$ cat config.mk
export PLATFORM = sky130hd
export DESIGN_NAME = msc_sideband
export DESIGN_NICKNAME = d
export VERILOG_FILES = /design/src/core/msc_pkg.sv /design/src/core/msc_pulse_filter.sv /design/src/core/msc_init_timer.sv /design/src/core/msc_sideband.sv
export VERILOG_INCLUDE_DIRS = /design/src /design/src/core
export SDC_FILE = /design/constraint.sdc
export NUM_CORES = 1
export LEC_CHECK = 0
export BUFFER_PORTS_ARGS = -buffer_cell sky130_fd_sc_hd__buf_2
export CAP_MARGIN = 10
export CORE_MARGIN = 2
export CORE_UTILIZATION = 51
export DETAILED_ROUTE_END_ITERATION = 16
export PLACE_DENSITY_LB_ADDON = 0.1
export SLEW_MARGIN = 25
export SYNTH_ARGS = -nofsm -noshare
export SYNTH_HDL_FRONTEND = slang
export SYNTH_SLANG_ARGS = --single-unit
$ cat constraint.sdc
create_clock -name ref_clk -period 2.1 [get_ports ref_clk]
set_clock_uncertainty 0.05 [all_clocks]
set_input_delay 0.105 -clock ref_clk [delete_from_list [all_inputs] [get_ports ref_clk]]
set_output_delay 0.105 -clock ref_clk [all_outputs]
set_load 0.02 [all_outputs]
$ cat src/core/msc_defines.svh
// Timing counts and reset values for the module sideband control block
`ifndef MSC_DEFINES_SVH
`define MSC_DEFINES_SVH

// Minimum reset pulse length in ns, and the cycle count rounded up at 25 MHz
`define MSC_CLK_PERIOD_NS      40
`define MSC_RESET_PULSE_NS     2000
`define MSC_RESET_PULSE_CYC    ((`MSC_RESET_PULSE_NS + `MSC_CLK_PERIOD_NS - 1) / `MSC_CLK_PERIOD_NS)
// Initialization time in ns, and the cycle count rounded down at 25 MHz
`define MSC_INIT_TIME_NS       2000000
`define MSC_INIT_TIME_CYC      (`MSC_INIT_TIME_NS / `MSC_CLK_PERIOD_NS)
// Number of breakout ends
`define MSC_NUM_ENDS           4
// Width of the setting word restored on reset
`define MSC_SETTINGS_W         8
`define MSC_SETTINGS_DEFAULT   8'h00

`endif

$ cat src/core/msc_pkg.sv
// Types for the module sideband control block
`default_nettype none
package msc_pkg;
    typedef enum logic [1:0] {
        MSC_ST_IDLE    = 2'b00,
        MSC_ST_HELD    = 2'b01,
        MSC_ST_INIT    = 2'b10,
        MSC_ST_READY   = 2'b11
    } msc_state_t;
endpackage
`default_nettype wire

$ cat src/core/msc_pulse_filter.sv
// Counts how long the reset input stays low and flags a qualified pulse
`default_nettype none
module msc_pulse_filter #(
    parameter int CNT_W   = 8,
    parameter int MIN_CYC = 50
) (
    // Clock and reset
    input  wire logic ref_clk,
    input  wire logic rst_n,
    // Reset input as seen after the internal pull-up
    input  wire logic level_n,
    // Qualified low pulse seen, held until the input goes high
    output logic      long_low
);
    typedef struct packed {
        logic [CNT_W-1:0] cnt;
        logic             long_low;
    } msc_pf_st_t;

    msc_pf_st_t st_r;
    msc_pf_st_t st_nxt;

    always_comb begin
        st_nxt = st_r;
        if (level_n) begin
            st_nxt.cnt      = '0;
            st_nxt.long_low = 1'b0;
        end else if (st_r.cnt >= CNT_W'(MIN_CYC - 1)) begin
            st_nxt.long_low = 1'b1;
        end else begin
            st_nxt.cnt = st_r.cnt + CNT_W'(1);
        end
    end

    always_ff @(posedge ref_clk or negedge rst_n) begin
        if (!rst_n) begin
            st_r <= '0;
        end else begin
            st_r <= st_nxt;
        end
    end

    assign long_low = st_r.long_low;
endmodule // msc_pulse_filter
`default_nettype wire

$ cat src/core/msc_init_timer.sv
// Counts the initialization interval once started and flags its end
`default_nettype none
module msc_init_timer #(
    parameter int CNT_W    = 17,
    parameter int INIT_CYC = 50000
) (
    // Clock and reset
    input  wire logic ref_clk,
    input  wire logic rst_n,
    // Start pulse and abort level
    input  wire logic start,
    input  wire logic abort,
    // One-cycle pulse when the interval ends
    output logic      done
);
    typedef struct packed {
        logic [CNT_W-1:0] cnt;
        logic             run;
        logic             done;
    } msc_it_st_t;

    msc_it_st_t st_r;
    msc_it_st_t st_nxt;

    always_comb begin
        st_nxt      = st_r;
        st_nxt.done = 1'b0;
        if (abort) begin
            st_nxt.run = 1'b0;
            st_nxt.cnt = '0;
        end else if (start) begin
            st_nxt.run = 1'b1;
            st_nxt.cnt = '0;
        end else if (st_r.run) begin
            if (st_r.cnt >= CNT_W'(INIT_CYC - 1)) begin
                st_nxt.run  = 1'b0;
                st_nxt.done = 1'b1;
            end else begin
                st_nxt.cnt = st_r.cnt + CNT_W'(1);
            end
        end
    end

    always_ff @(posedge ref_clk or negedge rst_n) begin
        if (!rst_n) begin
            st_r <= '0;
        end else begin
            st_r <= st_nxt;
        end
    end

    assign done = st_r.done;
endmodule // msc_init_timer
`default_nettype wire

$ cat src/core/msc_sideband.sv
// Sideband control and status logic of a pluggable cable end
// What this block does
// - Reset input held low past minimum pulse fully resets, restoring default settings.
// - Initialization interval starts at the rising edge releasing the reset input.
// - Completion is signalled by asserting attention while data-not-ready reads clear.
// - After power-up the completion attention is posted without a reset pulse.
// - Reset input internally pulled high; undriven means not in reset.
// - Power-save input high puts the device in reduced power below one watt.
// - Presence output is low while inserted; host sees high when absent.
// - Attention output driven low to report fault or critical status.
// - Attention output only pulls low, otherwise released for host pull-up.
// - Each end's transmitter off when disable input high or open.
// - Each end's transmitter-fault output held permanently low.
// - Each end ignores both rate-select inputs entirely.
// - Each end's absent indication tied low inside the device.
// - Serial commands answered only while the select input is low.
`include "msc_defines.svh"
`default_nettype none
module msc_sideband #(
    parameter int NUM_ENDS  = `MSC_NUM_ENDS,
    parameter int PULSE_CYC = `MSC_RESET_PULSE_CYC,
    parameter int INIT_CYC  = `MSC_INIT_TIME_CYC
) (
    // Clock and reset
    input  wire logic                       ref_clk,
    input  wire logic                       rst_n,
    // Host reset input: value and whether the host drives it
    input  wire logic                       reset_n_input,
    input  wire logic                       reset_n_driven,
    // Host controls
    input  wire logic                       power_save_input,
    input  wire logic                       select_n_input,
    // Serial bus request and status read
    input  wire logic                       serial_req,
    input  wire logic                       status_read,
    // Fault and critical status sources
    input  wire logic                       fault_event,
    input  wire logic                       critical_event,
    // Per breakout end: transmit disable value and driven flag, rate selects
    input  wire logic [NUM_ENDS-1:0]        tx_disable_in,
    input  wire logic [NUM_ENDS-1:0]        tx_disable_driven,
    input  wire logic [NUM_ENDS-1:0]        rate_select_zero,
    input  wire logic [NUM_ENDS-1:0]        rate_select_one,
    input  wire logic [NUM_ENDS-1:0]        loss_detect,
    // Attention open-drain pin
    output logic                            attention_n_out,
    output logic                            attention_n_oe,
    // Presence and status
    output logic                            present_n_output,
    output logic                            data_not_ready,
    output logic                            low_power_active,
    output logic                            serial_ack,
    output logic [`MSC_SETTINGS_W-1:0]      user_settings,
    // Per breakout end outputs
    output logic [NUM_ENDS-1:0]             tx_enable,
    output logic [NUM_ENDS-1:0]             tx_fault,
    output logic [NUM_ENDS-1:0]             absent_indication,
    output logic [NUM_ENDS-1:0]             receive_signal_lost
);
    // ****************************************************************
    // Pin conditioning
    // ****************************************************************
    logic reset_level_n;
    logic long_low;
    logic init_done;
    logic init_start;
    logic [NUM_ENDS-1:0] tx_dis_eff;

    assign reset_level_n = reset_n_driven ? reset_n_input : 1'b1;

    genvar g;
    generate
        for (g = 0; g < NUM_ENDS; g++) begin : g_end
            assign tx_dis_eff[g] = tx_disable_driven[g] ? tx_disable_in[g] : 1'b1;
        end
    endgenerate

    msc_pulse_filter #(
        .CNT_W   ($clog2(PULSE_CYC + 1)),
        .MIN_CYC (PULSE_CYC)
    ) u_pulse (
        .ref_clk  (ref_clk),
        .rst_n    (rst_n),
        .level_n  (reset_level_n),
        .long_low (long_low)
    );

    msc_init_timer #(
        .CNT_W    ($clog2(INIT_CYC + 1)),
        .INIT_CYC (INIT_CYC)
    ) u_init (
        .ref_clk (ref_clk),
        .rst_n   (rst_n),
        .start   (init_start),
        .abort   (long_low),
        .done    (init_done)
    );

    // ****************************************************************
    // State
    // ****************************************************************
    typedef struct packed {
        msc_pkg::msc_state_t         state;
        logic                        dnr;
        logic                        att;
        logic                        lp;
        logic                        ack;
        logic [`MSC_SETTINGS_W-1:0]  settings;
        logic [NUM_ENDS-1:0]         tx_en;
        logic [NUM_ENDS-1:0]         los;
    } msc_st_t;

    msc_st_t st_r;
    msc_st_t st_nxt;

    assign init_start = (st_r.state == msc_pkg::MSC_ST_IDLE)
                      || (st_r.state == msc_pkg::MSC_ST_HELD && reset_level_n);

    always_comb begin
        st_nxt     = st_r;
        st_nxt.ack = 1'b0;
        case (st_r.state)
            msc_pkg::MSC_ST_IDLE: begin
                st_nxt.state = msc_pkg::MSC_ST_INIT;
                st_nxt.dnr   = 1'b1;
            end
            msc_pkg::MSC_ST_HELD: begin
                st_nxt.settings = `MSC_SETTINGS_DEFAULT;
                st_nxt.att      = 1'b0;
                st_nxt.dnr      = 1'b1;
                if (reset_level_n) begin
                    st_nxt.state = msc_pkg::MSC_ST_INIT;
                end
            end
            msc_pkg::MSC_ST_INIT: begin
                if (init_done) begin
                    st_nxt.state = msc_pkg::MSC_ST_READY;
                    st_nxt.dnr   = 1'b0;
                    st_nxt.att   = 1'b1;
                end
            end
            msc_pkg::MSC_ST_READY: begin
                if (fault_event || critical_event) begin
                    st_nxt.att = 1'b1;
                end else if (status_read && !select_n_input) begin
                    st_nxt.att = 1'b0;
                end
            end
            default: begin
                st_nxt.state = msc_pkg::MSC_ST_IDLE;
            end
        endcase
        if (long_low) begin
            st_nxt.state    = msc_pkg::MSC_ST_HELD;
            st_nxt.settings = `MSC_SETTINGS_DEFAULT;
            st_nxt.dnr      = 1'b1;
            st_nxt.att      = 1'b0;
        end
        st_nxt.lp    = power_save_input;
        st_nxt.ack   = serial_req && !select_n_input;
        st_nxt.tx_en = ~tx_dis_eff & {NUM_ENDS{~power_save_input}};
        st_nxt.los   = loss_detect;
    end

    always_ff @(posedge ref_clk or negedge rst_n) begin
        if (!rst_n) begin
            st_r          <= '0;
            st_r.dnr      <= 1'b1;
            st_r.settings <= `MSC_SETTINGS_DEFAULT;
        end else begin
            st_r <= st_nxt;
        end
    end

    // ****************************************************************
    // Outputs
    // ****************************************************************
    logic present_r;

    always_ff @(posedge ref_clk or negedge rst_n) begin
        if (!rst_n) begin
            present_r <= 1'b0;
        end else begin
            present_r <= 1'b0;
        end
    end

    assign attention_n_out     = 1'b0;
    assign attention_n_oe      = st_r.att;
    assign present_n_output    = present_r;
    assign data_not_ready      = st_r.dnr;
    assign low_power_active    = st_r.lp;
    assign serial_ack          = st_r.ack;
    assign user_settings       = st_r.settings;
    assign tx_enable           = st_r.tx_en;
    assign tx_fault            = '0;
    assign absent_indication   = '0;
    assign receive_signal_lost = st_r.los;

    // Rate selects have no function
    logic unused_rs;
    assign unused_rs = ^{rate_select_zero, rate_select_one};
endmodule // msc_sideband
`default_nettype wire

# Yosys cells after proc, flatten, opt, wreduce, memory -nomap -nowiden
# Index checks and enable logic that the tools add are counted.
[classes] addsub=2 magnitude_cmp=2 eq_ne=8 n_mux=24 n_bitwise=3 n_reduce_logical=16
[op_table] operator="17-bit 2-to-1 mux" n=2
[op_table] operator="18-bit 2-to-1 mux" n=1
[op_table] operator="16-bit by 1-bit adder with 16-bit output, second input constant" n=1
[op_table] operator="16-bit greater-or-equal comparator, second input constant" n=1
[op_table] operator="16-bit 2-to-1 mux" n=1
[op_table] operator="8-bit 2-to-1 mux" n=2
[op_table] operator="1-bit 2-to-1 mux" n=10
[op_table] operator="3-bit one-hot mux with 3 select lines" n=1
[op_table] operator="4-bit 2-to-1 mux" n=2
[op_table] operator="4-bit nonzero test" n=2
[op_table] operator="7-bit 2-to-1 mux" n=1
[op_table] operator="6-bit by 1-bit adder with 6-bit output, second input constant" n=1
[op_table] operator="6-bit greater-or-equal comparator, second input constant" n=1
[op_table] operator="6-bit 2-to-1 mux" n=1
[op_table] operator="3-bit AND reduction" n=2
[op_table] operator="4-bit AND" n=1
[op_table] operator="2-bit == test, second input constant" n=2
[op_table] operator="2-bit 2-to-1 mux" n=2
[op_table] operator="4-bit by 3-bit inequality test with 1-bit output, second input constant" n=1
[op_table] operator="4-bit inverter" n=1
[op_table] operator="2-bit AND reduction" n=2
[op_table] operator="2-bit nonzero test" n=2
[op_table] operator="1-bit logical AND" n=3
[op_table] operator="3-bit by 1-bit inequality test with 1-bit output, second input constant" n=1
[op_table] operator="10 further kinds" n=11
[word_totals] reg_bits=47 inputBits=30 out_inout_bits=30 elab_cells=68

# Logic depth before layout (Yosys ltp)
[depth] ltp_word=6 mapped_depth=7 ltp_nobuf=7

# By module
# A second synthesis with hierarchy kept.
[unflattened] hier_cells=221 hier_area_um2=2239.6
[modules_own_cells] mod="msc_init_timer" n_inst=1 cells_per_inst=109 area_per_inst_um2=1038.5 seq_area_each_um2=450.4
[modules_own_cells] mod="msc_sideband" n_inst=1 cells_per_inst=75 area_per_inst_um2=807.0 seq_area_each_um2=351.6
[modules_own_cells] mod="msc_pulse_filter" n_inst=1 cells_per_inst=37 area_per_inst_um2=394.1 seq_area_each_um2=175.2

# Worst setup path after synthesis
# OpenSTA, ideal clock, no wires.
[synth_path] kind="register to register" start="register u_pulse.st_r[1] in the netlist's numbering" end="register u_pulse.st_r[4] in the netlist's numbering" setup_time_ps=125 t_arrival_ps=1500 t_required_ps=1925 path_slack_ps=425 path_stages_with_launch=7 n_path_buf=0 synth_period_minus_slack_ps=1675 path_cell_list="dfrtp_1 -> ha_1 -> or4b_1 -> nand3_1 -> nand2_1 -> xor2_1 -> nor2_1"
[synth_via] elab_chain_cells=3 elab_cells_between_ends=5 classes_between="1 x add/sub; 1 x order compare; 1 x eq/ne; 2 x mux"
[synth_rtl] item="from (decl)" line_no="msc_pulse_filter.sv:20" source="msc_pf_st_t st_r;"
[synth_rtl] item="from (signal assigned)" line_no="msc_pulse_filter.sv:39" source="st_r <= st_nxt;"
[synth_rtl] item="6-bit by 1-bit adder with 6-bit output" line_no="msc_pulse_filter.sv:31" source="st_nxt.cnt = st_r.cnt + CNT_W'(1);"
[synth_rtl] item="6-bit 2-to-1 mux" line_no="msc_pulse_filter.sv:28" source="end else if (st_r.cnt >= CNT_W'(MIN_CYC - 1)) begin"
[synth_rtl] item="7-bit 2-to-1 mux" line_no="msc_pulse_filter.sv:25" source="if (level_n) begin"
# Parallel ways exist; a longest one is shown, timed or not. The select of a mux whose other input is x is not followed.
# A chain may end at the register's enable or synchronous reset.

# Final worst setup path
[layout_path] start="register u_init.st_r[2] in the netlist's numbering" end="register u_init.st_r[2] in the netlist's numbering"
[layout_via] elab_chain_cells=5 elab_cells_between_ends=8 classes_between="1 x add/sub; 1 x order compare; 1 x eq/ne; 4 x mux; 1 x reduce/logical"
[layout_rtl] item="from (decl)" line_no="msc_init_timer.sv:22" source="msc_it_st_t st_r;"
[layout_rtl] item="from (signal assigned)" line_no="msc_init_timer.sv:48" source="st_r <= st_nxt;"
[layout_rtl] item="16-bit by 1-bit adder with 16-bit output" line_no="msc_init_timer.sv:39" source="st_nxt.cnt = st_r.cnt + CNT_W'(1);"
[layout_rtl] item="16-bit 2-to-1 mux" line_no="msc_init_timer.sv:35" source="if (st_r.cnt >= CNT_W'(INIT_CYC - 1)) begin"
[layout_rtl] item="18-bit 2-to-1 mux" line_no="msc_init_timer.sv:34" source="end else if (st_r.run) begin"
[layout_rtl] item="17-bit 2-to-1 mux" line_no="msc_init_timer.sv:31" source="end else if (start) begin"
[layout_rtl] item="17-bit 2-to-1 mux" line_no="msc_init_timer.sv:28" source="if (abort) begin"
# Parallel ways exist; a longest one is shown, timed or not. The select of a mux whose other input is x is not followed.

==> impl_metrics.toml <==
[placement]
hpwl_um = 2430
dp.cells = 269
io_buffers = 33
routabilityCongestion = 0.815

[clocking]
cts_tree = "done"
worstSkewPairLatency_ns = 0.29
cts_setup_buffers = 0
cts_root_buffer = "clkbuf_8"
cts_resized = 0
clock_sinks = 39
cts_max_level = 2
clk_path_buf_depth = 2
hold_buffers = 16
path_clk_slew_ns = 0.08
cts_buffers = 5

[logic_synthesis]
synth_area_per_cell_sq_um = 10.4
yosysWarnings = 0
synth_cell_type_count = 41
async_flop_share_pct = 100
synth_flop_cell = "dfrtp_1"
syn-instance-count = 198
netlist_area_sq_um = 2070
yosysSeqAreaShare_pct = 47.3
ys_seq_elements = 39
synth-edff-count = 0
yosysTopAreaCell = "dfrtp_1"
synthTopCellsByArea = "dfrtp_1, buf_4, xnor2_1"
netlist.area_leader.share_pct = 46.0

[power_and_ir_drop]
sw_frac_of_total_pct = 27.7
power_switching_w = 0.000531
p_total_w = 0.00192
clkPwrFrac_pct = 33.0
peakVddDrop_mv = 0.445
intPower_w = 0.00139
seq_power_share_pct = 48.4
power_density_nw_per_um2 = 792
leakagePower_nw = 1.15
pwr-share-comb_pct = 18.5

[route]
wirelength_um = 3580
vias = 1430
drtPass1Iterations = 4
vias_per_cell = 4.88
ant_nets = 0
route.detailed.drc = 0
drt_iter0_drc = 58
wire_per_inst_um = 12.2

[outcome]
status = "finished, final reports clean"

[die]
die_area_sq_um = 4580
die_h_um = 67.7
start_util_pct = 52.4
die-width_um = 67.7
core_sq_um = 3940
ioPinCount = 60
rows = 23

[sta]
slew_viol_final = 0
grt_setup_unrepaired = "no"
worst_slew_pin_slew_ns = 0.843
holdWs_ns = 0.0935
final.min_clock_period_ns = 1.86
setup_tns_ns = 0
finalCritPeriodShare_pct = 88.4
relSlewSlack_pct = 43.8
hold_viol_final = 0
finalSetupViolCount = 0
fmax_mhz = 539

[critical_path]
crit_path_max_fanout = 8
crit_path_max_incr_delay_ns = 0.40
reg2reg_to = "u_init.st_r[2]"
r2r_slack_ns = 0.24
cp-start-kind = "register"
critPathKind = "reg -> reg"
critPathSlowestCell = "a211oi_4"
worst_ep_arrival_time_ns = 1.96
worstSetupEndpointType = "register"
reg2reg_from = "u_init.st_r[2]"
rr_worst_depth = 7
worstPathRequired_ns = 2.20
path_cells = "ha_1, nand3_1, a211oi_4, buf_4, nor2_2, xnor2_1, nor2_1"

[grt]
grt_util_all_layers_pct = 18.3
overflow = 0
antenna_found_initial = 0
grt_max_degree = 40
grt_pass1_wl_um = 6310
grt_pass1_vias = 1455

[hold_path]
holdPathEnd = "st_r[21]"
hold_path_class = "in -> reg"
min_delay_path_depth = 3
worstHoldStart = "reset_n_input"

[layout]
n_fill_cell = 330
antenna_cells = 0
layout.area.seq_sq_um = 977
final_util_pct = 61.4
synthToLayoutAreaGrowth_pct = 17.1
fin_cells = 293
nets = 276
drive_gt1_share_pct = 24.7
multiInputGateArea_sq_um = 900

[flow_run]
maxCapViolCount = 0
## per-stage QoR
step,cell area (sq um),worst slack (ns)
2_1_floorplan,2130,0.425
3_5_place_dp,2140,0.259
5_1_grt,2420,0.0985
6_report,2420,0.244
3_3_place_gp,2140,0.269
4_1_cts,2420,0.226
## how the worst max path moves through the flow
stage                    startpoint               to  slack [ns]  cells after the start
finish               u_init.st_r[2]   u_init.st_r[2]        0.24                      7
global route         u_init.st_r[2]   u_init.st_r[2]         0.1                      7
CTS                  u_init.st_r[2]   u_init.st_r[2]        0.23                      7
detailed placement   u_init.st_r[2]   u_init.st_r[2]        0.26                      7
global placement     u_init.st_r[2]   u_init.st_r[2]        0.27                      7
floorplan           u_pulse.st_r[1]  u_pulse.st_r[4]        0.43                      6
## cell type report
| cell class | instances | share of cell area (%) |
|---|---|---|
| Clock buffer | 6 | 3.41 |
| Clock inverter | 2 | 1.45 |
| Inverter | 6 | 0.931 |
| Multi-Input combinational cell | 139 | 37.2 |
| Sequential cell | 39 | 40.4 |
| Tap cell | 50 | 2.59 |
| Timing Repair Buffer | 51 | 14.1 |
## flip-flops by register name, indices dropped and copies added, names as in the netlist
name / cells
tx_enable: 4
u_pulse.st_r: 6
data_not_ready: 1
receive_signal_lost: 4
u_pulse.long_low: 1
st_r: 2
attention_n_oe: 1
u_init.st_r: 17
low_power_active: 1
serial_ack: 1
u_init.done: 1
## critical path, delay by kind of cell (launching register included)
family,cells,cell delay [ns]
adders and majority gates,1,0.18
and+or+nand+nor,3,0.28
buffers and inverters,1,0.26
DFF,1,0.38
AOI/OAI and AO/OA,1,0.40
xor gates and xnor gates,1,0.16
## synthesized netlist by cell type, drive strengths merged (2+ instances only)
cell type and instances:
and3 4, nor4 5, a21oi 8, dfrtp 38
xnor2 14, inv 6, nand4 3, nor2 29
xor2 3, a31oi 3, ha 4, nor3 6
and4 2, nor3b 8, nand2 10, nand3 7
o21ai 4, buf 31, nand2b 2, nor2b 2
## power groups by stage
stage	sequential [W]	clock, W	combinational [W]
finish	0.000929	0.000633	0.000355
detailed placement	0.000941	0	0.000336
global route	0.000943	0.000691	0.000395
CTS	0.000926	0.000655	0.000358
floorplan	0.000917	0	0.000309
global placement	0.000937	0	0.000331
## cell families after synthesis
family,share of synthesized area (%)
xor+xnor,7.20
buf+inv,12.3
fa+ha+maj,2.42
compound gates,6.30
simple gates,24.3
other cells,0.181
flops,47.3
## layer usage
metal	global-route usage, %	wire (um)	up-vias
li1	-	-	708
met1	23.2	1580	663
met2	30.3	1760	52
met3	4.17	193	7
met4	7.14	51	0
met5	0	0	-
## placed cells by master (no fill, tap or decap), drive strengths merged, types with 5 or more instances in the layout
master and instances:
nor3 6, a21oi 8, inv 6, clkbuf 6, nand3 7, xnor2 14
dfrtp 38, buf 35, nand2 10, nor4 5, conb 18, dlygate4sd3 16
nor2 29, nor3b 8
Note: power is estimated with default switching activity, not from simulation.
